## src/dcwa_regs.vh

```
// Constants for the drive command word assembler: point numbers, fields,
// reset values and timing counts.
// Assumes inclusion by bare name from the scale and top design files.
`ifndef DCWA_REGS_VH
`define DCWA_REGS_VH

// =========================================================
// Point numbers (register offsets)
`define DCWA_PT_CMD_LO      8'h59
`define DCWA_PT_CMD_HI      8'h5a
`define DCWA_PT_STS_LO      8'h5f
`define DCWA_PT_STS_HI      8'h60
`define DCWA_PT_FEEDBACK    8'h5b
`define DCWA_PT_REFERENCE   8'h5c
`define DCWA_PT_RUN_STOP    8'h18
`define DCWA_PT_RUN_ENABLE  8'h1a
`define DCWA_PT_FLT_CLEAR   8'h5e
`define DCWA_PT_DIRECTION   8'h16

// =========================================================
// Command word fields
`define DCWA_B_STOP         0
`define DCWA_B_START        1
`define DCWA_B_JOG          2
`define DCWA_B_CLR          3
`define DCWA_F_DIR_LO       4
`define DCWA_F_DIR_HI       5
`define DCWA_B_LOCAL        6
`define DCWA_B_MOP_INC      7
`define DCWA_F_ACC_LO       8
`define DCWA_F_ACC_HI       9
`define DCWA_F_DEC_LO       10
`define DCWA_F_DEC_HI       11
`define DCWA_F_REF_LO       12
`define DCWA_F_REF_HI       14
`define DCWA_B_MOP_DEC      15

// =========================================================
// Reset values and scaling
`define DCWA_CMD_RST        16'h0000
`define DCWA_FULL_SCALE     15'h7fff
`define DCWA_MAXSPD_RST     15'h7fff

// =========================================================
// Timing: momentary stop pulse width
`define DCWA_STOP_PULSE_NS  80
`define DCWA_CLK_NS         8
// Cycle count of the stop pulse, sized for the 4-bit counter
`define DCWA_STOP_PULSE_CYC 4'ha

`endif

```

## src/dcwa_scale.v

```verilog
// Speed scaling: reference clamp against maximum speed, feedback pass.
// Assumes both values use the same 15-bit full scale of maximum frequency.
`timescale 1ns/1ns
`include "dcwa_regs.vh"
module dcwa_scale (
	ref_in,
	max_speed,
	fbk_in,
	speed_out,
	fbk_out
);
	input  wire [14:0] ref_in;
	input  wire [14:0] max_speed;
	input  wire [14:0] fbk_in;
	output wire [14:0] speed_out;
	output wire [14:0] fbk_out;

	// Both share full scale 32767 = maximum frequency
	assign speed_out = (ref_in > max_speed) ? max_speed : ref_in;
	assign fbk_out   = (fbk_in > `DCWA_FULL_SCALE) ?
		`DCWA_FULL_SCALE : fbk_in;
endmodule // dcwa_scale

```

## src/dcwa_sync.v

```verilog
// Two-flop synchroniser for one level from outside the clock domain.
// Assumes clk_sys and synchronous active-low nrst.
`timescale 1ns/1ns
module dcwa_sync (
	clk_sys,
	nrst,
	ce,
	din,
	dout
);
	input  wire clk_sys;
	input  wire nrst;
	input  wire ce;
	input  wire din;
	output wire dout;

	reg meta_ff;
	reg sync_ff;

	always @(posedge clk_sys) begin
		if (!nrst) begin
			meta_ff <= 1'b0;
			sync_ff <= 1'b0;
		end else if (ce) begin
			meta_ff <= din;
			sync_ff <= meta_ff;
		end
	end

	assign dout = sync_ff;
endmodule // dcwa_sync

```

## src/dcwa_top.v

```verilog
// Drive command word assembler: point writes from the network master,
// command word assembly, field decode and edge-qualified commands.
// Assumes point access strobes are synchronous to clk_sys; drive-side
// status and feedback arrive as raw levels and are synchronised here.
`timescale 1ns/1ns
`include "dcwa_regs.vh"

// Contract
// - Low and high 8-bit points join into 16-bit word, low is bits 0-7.
// - Point writes update buffer; word forwarded to drive on high write.
// - Speed reference keeps only its lower 15 bits, unsigned.
// - 32767 is maximum frequency; speed clamped to maximum speed.
// - Feedback uses same full scale as reference.
// - Run/stop set to stop pulses bit 0 high, then back to 0.
// - Start acts only if bit 0 was previously 0.
// - Start, stop, clear faults act only on 0 to 1 transition.
// - Bit 2 requests jog; bit 3 requests fault clear.
// - Bits 5:4 direction: none, forward, reverse, hold.
// - Bit 6 requests local control; bit 7 increments motor pot.
// - Bits 9:8 accel rate: none, rate 1, rate 2, hold.
// - Bits 11:10 decel rate: none, rate 1, rate 2, hold.
// - Bits 14:12 select reference 1 to 7, 000 none.
// - Outputs flow master to adapter; status flows adapter to master.
// - Run point starts drive; run or enable point at stop stops it.
// - Status low refreshed only on status high read.
module dcwa_top (
	clk_sys,
	nrst,
	ce,
	pt_wr,
	pt_rd,
	pt_addr,
	pt_wdata,
	pt_rdata,
	pt_rvalid,
	max_speed,
	drv_status,
	drv_fbk,
	drv_cmd_word,
	drv_cmd_load,
	drv_speed,
	stop_pulse,
	start_pulse,
	clear_pulse,
	jog_req,
	dir_fwd,
	dir_rev,
	local_req,
	mop_inc,
	mop_dec,
	acc_rate,
	dec_rate,
	ref_sel
);
	input  wire        clk_sys;
	input  wire        nrst;
	input  wire        ce;
	input  wire        pt_wr;
	input  wire        pt_rd;
	input  wire [7:0]  pt_addr;
	input  wire [15:0] pt_wdata;
	output reg  [15:0] pt_rdata;
	output reg         pt_rvalid;
	input  wire [14:0] max_speed;
	input  wire [15:0] drv_status;
	input  wire [14:0] drv_fbk;
	output reg  [15:0] drv_cmd_word;
	output reg         drv_cmd_load;
	output reg  [14:0] drv_speed;
	output reg         stop_pulse;
	output reg         start_pulse;
	output reg         clear_pulse;
	output reg         jog_req;
	output reg         dir_fwd;
	output reg         dir_rev;
	output reg         local_req;
	output reg         mop_inc;
	output reg         mop_dec;
	output reg  [1:0]  acc_rate;
	output reg  [1:0]  dec_rate;
	output reg  [2:0]  ref_sel;

	// =========================================================
	// Functions
	function [1:0] rate_dec;
		input [1:0] code;
		input [1:0] cur;
		begin
			case (code)
			2'h1:    rate_dec = 2'h1;
			2'h2:    rate_dec = 2'h2;
			default: rate_dec = cur;
			endcase
		end
	endfunction

	function hit;
		input [7:0] a;
		input [7:0] pt;
		begin
			hit = (a == pt);
		end
	endfunction

	// =========================================================
	// Synchronise drive-side levels
	wire [15:0] sts_sync;
	wire [14:0] fbk_sync;
	genvar gi;
	generate
		for (gi = 0; gi < 16; gi = gi + 1) begin : g_sts
			dcwa_sync u_s (
				.clk_sys (clk_sys),
				.nrst    (nrst),
				.ce      (ce),
				.din     (drv_status[gi]),
				.dout    (sts_sync[gi])
			);
		end
		for (gi = 0; gi < 15; gi = gi + 1) begin : g_fbk
			dcwa_sync u_f (
				.clk_sys (clk_sys),
				.nrst    (nrst),
				.ce      (ce),
				.din     (drv_fbk[gi]),
				.dout    (fbk_sync[gi])
			);
		end
	endgenerate

	// =========================================================
	// Point registers
	reg  [7:0]  cmd_lo_ff;
	reg  [7:0]  cmd_hi_ff;
	reg  [14:0] ref_ff;
	reg  [7:0]  sts_lo_ff;
	reg  [15:0] prev_word_ff;
	reg  [3:0]  stop_cnt_ff;
	reg         run_pt_ff;
	reg         en_pt_ff;
	reg         drv_cmd_load_d;
	wire [14:0] speed_w;
	wire [14:0] fbk_w;

	wire wr_lo  = pt_wr & hit(pt_addr, `DCWA_PT_CMD_LO);
	wire wr_hi  = pt_wr & hit(pt_addr, `DCWA_PT_CMD_HI);
	wire wr_ref = pt_wr & hit(pt_addr, `DCWA_PT_REFERENCE);
	wire wr_run = pt_wr & hit(pt_addr, `DCWA_PT_RUN_STOP);
	wire wr_en  = pt_wr & hit(pt_addr, `DCWA_PT_RUN_ENABLE);
	wire wr_clr = pt_wr & hit(pt_addr, `DCWA_PT_FLT_CLEAR);
	wire wr_dir = pt_wr & hit(pt_addr, `DCWA_PT_DIRECTION);
	wire rd_shi = pt_rd & hit(pt_addr, `DCWA_PT_STS_HI);

	// Word about to be forwarded; digital points patch the last forwarded word
	reg  [15:0] nxt_word;
	reg         nxt_load;
	reg  [3:0]  nxt_stop_cnt;
	always @* begin
		nxt_word     = drv_cmd_word;
		nxt_load     = 1'b0;
		nxt_stop_cnt = (stop_cnt_ff != 4'h0) ? stop_cnt_ff - 4'h1 : 4'h0;
		// Pulse end first, so a stop written in the same cycle wins
		if (stop_cnt_ff == 4'h1) begin
			nxt_word[`DCWA_B_STOP] = 1'b0;
			nxt_load = 1'b1;
		end
		if (wr_hi) begin
			nxt_word = {pt_wdata[7:0], cmd_lo_ff};
			nxt_load = 1'b1;
		end
		if (wr_run && pt_wdata[0]) begin
			nxt_word[`DCWA_B_STOP]  = 1'b0;
			nxt_word[`DCWA_B_START] = 1'b1;
			nxt_load = 1'b1;
		end
		if ((wr_run && !pt_wdata[0]) || (wr_en && !pt_wdata[0])) begin
			nxt_word[`DCWA_B_STOP]  = 1'b1;
			nxt_word[`DCWA_B_START] = 1'b0;
			nxt_stop_cnt = `DCWA_STOP_PULSE_CYC;
			nxt_load = 1'b1;
		end
		if (wr_clr) begin
			nxt_word[`DCWA_B_CLR] = pt_wdata[0];
			nxt_load = 1'b1;
		end
		if (wr_dir) begin
			nxt_word[`DCWA_F_DIR_HI:`DCWA_F_DIR_LO] = pt_wdata[0] ?
				2'h2 : 2'h1;
			nxt_load = 1'b1;
		end
	end

	always @(posedge clk_sys) begin
		if (!nrst) begin
			cmd_lo_ff    <= 8'h00;
			cmd_hi_ff    <= 8'h00;
			ref_ff       <= 15'h0000;
			sts_lo_ff    <= 8'h00;
			drv_cmd_word <= `DCWA_CMD_RST;
			drv_cmd_load <= 1'b0;
			prev_word_ff <= `DCWA_CMD_RST;
			stop_cnt_ff  <= 4'h0;
			run_pt_ff    <= 1'b0;
			en_pt_ff     <= 1'b0;
			pt_rdata     <= 16'h0000;
			pt_rvalid    <= 1'b0;
			drv_speed    <= 15'h0000;
		end else if (ce) begin
			if (wr_lo)
				cmd_lo_ff <= pt_wdata[7:0];
			if (wr_hi)
				cmd_hi_ff <= pt_wdata[7:0];
			if (wr_ref)
				ref_ff <= pt_wdata[14:0];
			if (wr_run)
				run_pt_ff <= pt_wdata[0];
			if (wr_en)
				en_pt_ff <= pt_wdata[0];
			drv_cmd_word <= nxt_word;
			drv_cmd_load <= nxt_load;
			stop_cnt_ff  <= nxt_stop_cnt;
			if (nxt_load)
				prev_word_ff <= drv_cmd_word;
			drv_speed <= speed_w;
			// Status flows toward the master; low half latched on high read
			if (rd_shi) begin
				sts_lo_ff <= sts_sync[7:0];
			end
			pt_rvalid <= pt_rd;
			pt_rdata  <= 16'h0000;
			if (pt_rd) begin
				case (pt_addr)
				`DCWA_PT_CMD_LO:    pt_rdata <= {8'h00, cmd_lo_ff};
				`DCWA_PT_CMD_HI:    pt_rdata <= {8'h00, cmd_hi_ff};
				`DCWA_PT_REFERENCE: pt_rdata <= {1'b0, ref_ff};
				`DCWA_PT_FEEDBACK:  pt_rdata <= {1'b0, fbk_w};
				`DCWA_PT_STS_LO:    pt_rdata <= {8'h00, sts_lo_ff};
				`DCWA_PT_STS_HI:    pt_rdata <= {8'h00, sts_sync[15:8]};
				`DCWA_PT_RUN_STOP:  pt_rdata <= {15'h0000, run_pt_ff};
				`DCWA_PT_RUN_ENABLE: pt_rdata <= {15'h0000, en_pt_ff};
				default:            pt_rdata <= 16'h0000;
				endcase
			end
		end
	end

	// =========================================================
	// Scaling
	dcwa_scale u_scale (
		.ref_in    (ref_ff),
		.max_speed (max_speed),
		.fbk_in    (fbk_sync),
		.speed_out (speed_w),
		.fbk_out   (fbk_w)
	);

	// =========================================================
	// Field decode of the forwarded word
	wire [15:0] w = drv_cmd_word;
	wire [15:0] p = prev_word_ff;
	always @(posedge clk_sys) begin
		if (!nrst) begin
			stop_pulse  <= 1'b0;
			start_pulse <= 1'b0;
			clear_pulse <= 1'b0;
			jog_req     <= 1'b0;
			dir_fwd     <= 1'b0;
			dir_rev     <= 1'b0;
			local_req   <= 1'b0;
			mop_inc     <= 1'b0;
			mop_dec     <= 1'b0;
			acc_rate    <= 2'h0;
			dec_rate    <= 2'h0;
			ref_sel     <= 3'h0;
		end else if (ce) begin
			stop_pulse  <= drv_cmd_load_d & w[`DCWA_B_STOP] &
				~p[`DCWA_B_STOP];
			start_pulse <= drv_cmd_load_d & w[`DCWA_B_START] &
				~p[`DCWA_B_START] & ~p[`DCWA_B_STOP] &
				~w[`DCWA_B_STOP];
			clear_pulse <= drv_cmd_load_d & w[`DCWA_B_CLR] &
				~p[`DCWA_B_CLR];
			jog_req     <= w[`DCWA_B_JOG];
			case (w[`DCWA_F_DIR_HI:`DCWA_F_DIR_LO])
			2'h1: begin
				dir_fwd <= 1'b1;
				dir_rev <= 1'b0;
			end
			2'h2: begin
				dir_fwd <= 1'b0;
				dir_rev <= 1'b1;
			end
			default: begin
				dir_fwd <= dir_fwd;
				dir_rev <= dir_rev;
			end
			endcase
			local_req <= w[`DCWA_B_LOCAL];
			mop_inc   <= w[`DCWA_B_MOP_INC];
			mop_dec   <= w[`DCWA_B_MOP_DEC];
			acc_rate  <= rate_dec(w[`DCWA_F_ACC_HI:`DCWA_F_ACC_LO],
				acc_rate);
			dec_rate  <= rate_dec(w[`DCWA_F_DEC_HI:`DCWA_F_DEC_LO],
				dec_rate);
			if (w[`DCWA_F_REF_HI:`DCWA_F_REF_LO] != 3'h0)
				ref_sel <= w[`DCWA_F_REF_HI:`DCWA_F_REF_LO];
		end
	end

	always @(posedge clk_sys) begin
		if (!nrst)
			drv_cmd_load_d <= 1'b0;
		else if (ce)
			drv_cmd_load_d <= drv_cmd_load;
	end
endmodule // dcwa_top

```

## config.mk

```make
export PLATFORM = sky130hd
export DESIGN_NAME = dcwa_top
export DESIGN_NICKNAME = d
export VERILOG_FILES = /design/src/dcwa_scale.v /design/src/dcwa_sync.v /design/src/dcwa_top.v
export VERILOG_INCLUDE_DIRS = /design/src
export SDC_FILE = /design/constraint.sdc
export NUM_CORES = 1
export LEC_CHECK = 0
export ABC_AREA = 1
export BUFFER_PORTS_ARGS = -buffer_cell sky130_fd_sc_hd__buf_2
export CAP_MARGIN = 25
export CORE_AREA = 3 3 248 128
export CTS_BUF_LIST = sky130_fd_sc_hd__clkbuf_8
export CTS_CLUSTER_DIAMETER = 30
export DETAILED_ROUTE_END_ITERATION = 6
export DIE_AREA = 0 0 251 131
export SKIP_CTS_REPAIR_TIMING = 1
export SLEW_MARGIN = 20
export SYNTH_ARGS = -nofsm -noshare
export SYNTH_HDL_FRONTEND = slang
export SYNTH_SLANG_ARGS = --single-unit
```

## constraint.sdc

```tcl
create_clock -name clk_sys -period 1.7 [get_ports clk_sys]
set_clock_uncertainty 0.05 [all_clocks]
set_input_delay 0.34 -clock clk_sys [delete_from_list [all_inputs] [get_ports clk_sys]]
set_output_delay 0.34 -clock clk_sys [all_outputs]
set_load 0.02 [all_outputs]
```

# ---- After elaboration in Yosys (flattened, before gate mapping)
# Cells that the tools add are included.
dict set report op_classes {
  add_sub_neg 1
  n_lt_le_gt_ge 2
  n_eq_ne 17
  muxes 23
  bitwise 20
  reduce_logical 29
}
# op n
set op_table {}
lappend op_table {{case mux 15 bit (8 select lines)} 1}
lappend op_table {{== test 8 x 7 -> 1 bit (second input constant)} 7}
lappend op_table {{2-to-1 mux 15 bit} 3}
lappend op_table {{AND reduction 2 bit} 15}
lappend op_table {{== test 8 x 5 -> 1 bit (second input constant)} 3}
lappend op_table {{AND 1 bit} 16}
lappend op_table {{greater-than comparator 15 bit} 1}
lappend op_table {{greater-than comparator 15 bit (second input constant)} 1}
lappend op_table {{nonzero test 2 bit} 5}
lappend op_table {{2-to-1 mux 1 bit} 8}
lappend op_table {{2-to-1 mux 2 bit} 4}
lappend op_table {{2-to-1 mux 4 bit} 2}
lappend op_table {{case mux 2 bit (2 select lines)} 2}
lappend op_table {{nonzero test 4 bit} 2}
lappend op_table {{== test 2 x 1 -> 1 bit (second input constant)} 3}
lappend op_table {{== test 2 bit (second input constant)} 3}
lappend op_table {{2-to-1 mux 6 bit} 1}
lappend op_table {{nonzero test 3 bit} 2}
lappend op_table {{== test 4 x 1 -> 1 bit (second input constant)} 1}
lappend op_table {{inverter 1 bit} 4}
lappend op_table {{case mux 1 bit (2 select lines)} 2}
lappend op_table {{subtractor 4 x 1 -> 4 bit (second input constant)} 1}
lappend op_table {{logical AND 1 bit} 3}
lappend op_table {{logical NOT 1 bit} 1}
lappend op_table {{logical OR 1 bit} 1}
dict set report word_totals {
  regBits 177
  in_bits 75
  output_inout_bits 65
  wordCells 184
}

# ---- Longest topological paths before layout
dict set report depth {
  word_depth 8
  depth_mapped 14
  depth_no_buf 13
}

# ---- Hierarchy
# From an unflattened synthesis, not the netlist that was laid out.
dict set report unflattened {
  cells_unflattened 1175
  area_unflattened_um2 8081.5
}
# module instances cells_each area_per_inst_um2 seq_area_each_um2
set modules_own_cells {}
lappend modules_own_cells {dcwa_top 1 665 4857.2 2102.0}
lappend modules_own_cells {dcwa_sync 31 12 80.1 40.0}
lappend modules_own_cells {dcwa_scale 1 138 742.0 0.0}

# ---- Worst setup path before layout
# Ideal clock, no wire load.
dict set report synth_timing {
  path_kind {input-to-reg}
  start {input port max_speed[6]}
  end {register drv_speed[3]}
  setup_time_ps 132
  t_arrival_ps 1592
  required_time_ps 1518
  slack_ps -74
  stages 12
  n_path_buf 1
  cell_sequence {inv_1 > ha_1 > nand2_1 > nor2_1 > nand2_1 > nand2_1 > nand2_1 > nand2_4 > buf_2 > nand3_1 > nand3_1 > a21oi_1}
}
dict set report synth_between {
  elab_chain_len 2
}
# item line_no
set synth_lines {}
lappend synth_lines {{from (decl)} dcwa_top.v:64} ;# input wire [14:0] max_speed;
lappend synth_lines {{greater-than comparator 15 bit} dcwa_scale.v:19} ;# assign speed_out = (ref_in > max_speed) ? max_speed : ref_in;
lappend synth_lines {{2-to-1 mux 15 bit} dcwa_scale.v:19}
lappend synth_lines {{to (signal assigned)} dcwa_top.v:224} ;# drv_speed <= speed_w;
lappend synth_lines {{to (decl)} dcwa_top.v:69} ;# output reg [14:0] drv_speed;
# No other way between the ends.
# A chain may end at the register's enable or synchronous reset.

# ---- Worst setup path after layout
dict set report layout_timing {
  start {register ref_ff[14]}
  end {register drv_speed[2]}
}
dict set report layout_between {
  elab_chain_len 2
}
# item line_no
set layout_lines {}
lappend layout_lines {{from (decl)} dcwa_top.v:135} ;# reg [14:0] ref_ff;
lappend layout_lines {{from (signal assigned)} dcwa_top.v:214} ;# ref_ff <= pt_wdata[14:0];
lappend layout_lines {{greater-than comparator 15 bit} dcwa_scale.v:19}
lappend layout_lines {{2-to-1 mux 15 bit} dcwa_scale.v:19}
# No other way between the ends.

==> impl_metrics.tcl <==
set metrics [dict create \
    grt_max_degree 78 \
    comb_power_share_pct 10.0 \
    yosysTopAreaCell "dfxtp_1" \
    syn_nets 1114 \
    synth_top_cell_area_share_pct 45.2 \
    ctsHtreeMaxLevel 4 \
    ant_nets 0 \
    power_leakage_nw 4.18 \
    cts_sinks 167 \
    pwr-share-seq_pct 54.3 \
    cp-start-kind "register" \
    grt_overflow_total 0 \
    clkLatencyLatePin_ns 0.48 \
    post-dp-hpwl_mm 19.7 \
    seq_area_frac_synth_pct 45.2 \
    cap_violations 0 \
    pwr-share-clk_pct 35.6 \
    p_sw_w 0.00215 \
    gp_congestion 0.904 \
    grt_pass1_vias 6769 \
    min_to "g_fbk[4].u_f.meta_ff" \
    area_growth_pct 30.6 \
    worstHoldPathType "in2reg" \
    die_w_um 251 \
    setup_ws_ns -0.0928 \
    min_period_ns 1.79 \
    drt-pass1-iter-count 5 \
    cts_tree "yes" \
    std_cell_rows 45 \
    hold_viol 0 \
    core_mm2 0.0300 \
    cts_buffers 17 \
    drt_wl_total_mm 26.0 \
    critPathLaunch "ref_ff[14]" \
    dr_total_vias 7420 \
    finish.utilization_pct 32.3 \
    rsz0062_at_grt "yes" \
    start_util_pct 24.7 \
    setup_violations 15 \
    finalCritPeriodShare_pct 105 \
    drc 0 \
    fmax_mhz 558 \
    syn_inst 1021 \
    drt_iter0_drc 650 \
    vias_per_cell 4.61 \
    ir_drop_v 0.000461 \
    arrival_ns 2.14 \
    timing.critical_path.buf_inv 2 \
    endpoint_kind "register" \
    rr_endpoint "drv_speed[2]" \
    portBuffers 137 \
    synth_cell_types 40 \
    async_flop_share_pct 0 \
    dieArea_mm2 0.0329 \
    yosysWarnings 0 \
    maxSlewViolCount 0 \
    layout-drive-gt1-share_pct 27.3 \
    status "finished with violations" \
    total_power_w 0.00752 \
    grt_usage_pct 15.5 \
    critPathSlowestCell "dfxtp_2" \
    reg2reg_depth 10 \
    synth_top_cells_by_area "dfxtp_1 (45%), o21ai_0 (8.2%), nand2_1 (8.2%)" \
    grt_pass1_wl_mm 38.9 \
    reg2reg_from "ref_ff[14]" \
    fillCellCount 3219 \
    critical_path.max_fanout 7 \
    hold_depth 3 \
    layout.nets 1291 \
    critPathTopFamily "simple AND/OR/NAND/NOR gates" \
    wire_per_inst_um 16.1 \
    violations "setup timing" \
    critPathRequiredTime_ns 2.05 \
    ys_ff_latch 167 \
    reg2reg_slack_ns -0.09 \
    ctsLongestPathBuffers 2 \
    p_per_area_mw_per_mm2 778 \
    crit_chain "ha_4, nand2_4, nor2_4, inv_2, nor2_4, nand4_4, buf_6, nand3_2, nand3_2, a21oi_1" \
    dieHeight_um 131 \
    critPathMaxStageDelay_ns 0.35 \
    antenna_found_initial 4 \
    p_int_w 0.00537 \
    ios 140 \
    synth_edf_count 0 \
    crit_type "reg2reg" \
    hp-start "drv_fbk[4]" \
    syn-cell-area_mm2 0.00740 \
    synth.avg_cell_area_um2 7.25 \
    swShare_pct 28.6 \
    root_buffer "clkbuf_8" \
    clkTransAtPathRegs_ns 0.10 \
    synth_top_flop_cell "dfxtp_1" \
]
[worst max path at each step]
stage                               end  cells past startpoint
after CTS                  drv_speed[8]                     11
after global routing       drv_speed[2]                     11
final                      drv_speed[2]                     10
after floorplan            drv_speed[8]                     13
after detailed placement  drv_speed[11]                     13
after global placement     drv_speed[8]                     13
[layout make-up]
type                       count  area, µm²  area share (%)
sequential                   167       3350            34.7
clock inverter                14        105            1.09
clock buffer                  18        248            2.56
antenna                        1       2.50          0.0259
multi-input combinational    687       3640            37.6
inverter                     109        410            4.24
timing repair buffer         216       1420            14.6
tap                          399        499            5.16
[power groups by stage]
stage	clock, W	sequential (W)	combinational (W)
finish	0.00268	0.00409	0.000754
global route	0.00287	0.00410	0.000835
CTS	0.00272	0.00409	0.000727
detailed placement	0	0.00418	0.000722
global placement	0	0.00417	0.000715
floorplan	0	0.00417	0.000382
[stage by stage]
stage          TNS [ns]  hold slack (ns)  std cells  setup WS (ns)  instance area (µm²)
6_report         -0.882           0.0374       1611        -0.0928                 9670
5_1_grt           -2.05           0.0263       1610         -0.170                 9670
4_1_cts           -1.35           0.0120       1608         -0.113                 9390
3_5_place_dp      -7.77            0.393       1576         -0.239                 9030
3_3_place_gp      -6.82            0.384       1576         -0.226                 9030
2_1_floorplan         0            0.374       1021       0.000676                 7440
[synthesized netlist by cell type, types with 3 or more instances]
master / n
o22ai_1: 7
and2_1: 3
buf_6: 4
clkbuf_1: 30
inv_1: 104
buf_4: 3
nand2_1: 162
nand3_1: 75
nor2_2: 6
ha_1: 18
inv_2: 4
o21ai_1: 9
a21oi_1: 114
dfxtp_1: 167
nor2_1: 138
nand2_2: 5
o21ai_0: 122
buf_2: 19
nor2_4: 5
[routing by layer]
layer / up-vias / share of wire [%] / GRT usage (%)
met1: 3467 / 53 / 23.9
li1: 3673 / - / -
met4: 8 / 0.84 / 3.00
met2: 241 / 39 / 21.0
met3: 31 / 7.7 / 4.53
met5: - / 0.24 / 0
[sequential cells by signal, summed over array words and instances (netlist names), 2 cells and up]
signal             cells
cmd_lo_ff              8
sts_lo_ff              8
g_sts.u_s.meta_ff     16
drv_speed             15
g_sts.u_s.dout        16
drv_cmd_word          16
g_fbk.u_f.meta_ff     15
pt_rdata              15
dec_rate               2
p                      3
ref_ff                15
stop_cnt_ff            4
acc_rate               2
ref_sel                3
g_fbk.u_f.dout        15
[worst register-to-register path, cell delays in order, from the launching register on]
cell,delay [ns]
dfxtp_2,0.35
ha_4,0.28
nand2_4,0.06
nor2_4,0.11
inv_2,0.05
nor2_4,0.14
nand4_4,0.17
buf_6,0.20
nand3_2,0.09
nand3_2,0.06
a21oi_1,0.16
[layout by cell type (no fill, tap or decap), types with 2 or more instances in the layout]
cell,synthesis,routed
clkinv_2,0,2
a21oi_2,0,7
clkinv_4,0,3
o21ai_0,122,122
nor2_4,5,6
buf_12,0,10
nor2_2,6,6
a21oi_1,114,106
inv_1,104,103
nand3_1,75,53
nand3_2,2,24
buf_2,19,137
and2_1,3,3
a31oi_1,2,2
o21ai_1,9,9
clkbuf_8,0,18
nand3_4,2,2
clkinvlp_4,0,3
inv_2,4,8
inv_8,0,2
inv_6,0,2
nand2_4,2,2
nand2_1,162,157
buf_6,4,3
dfxtp_1,167,160
ha_1,18,11
dfxtp_2,0,7
o22ai_1,7,7
nor2_1,138,137
buf_4,3,66
ha_4,0,7
nand2_2,5,9
[cell families (layout without fill, tap and decap cells)]
kind of cell	count (synthesis)	after routing	synth area share [%]
AOI/OAI and AO/OA	260	260	18.0
adders and majority gates	18	18	3.04
buffers and inverters	167	357	9.35
DFF	167	167	45.2
other	1	2	0.0507
and+or+nand+nor	408	408	24.4
No activity file was read; power rests on OpenSTA's default activity.
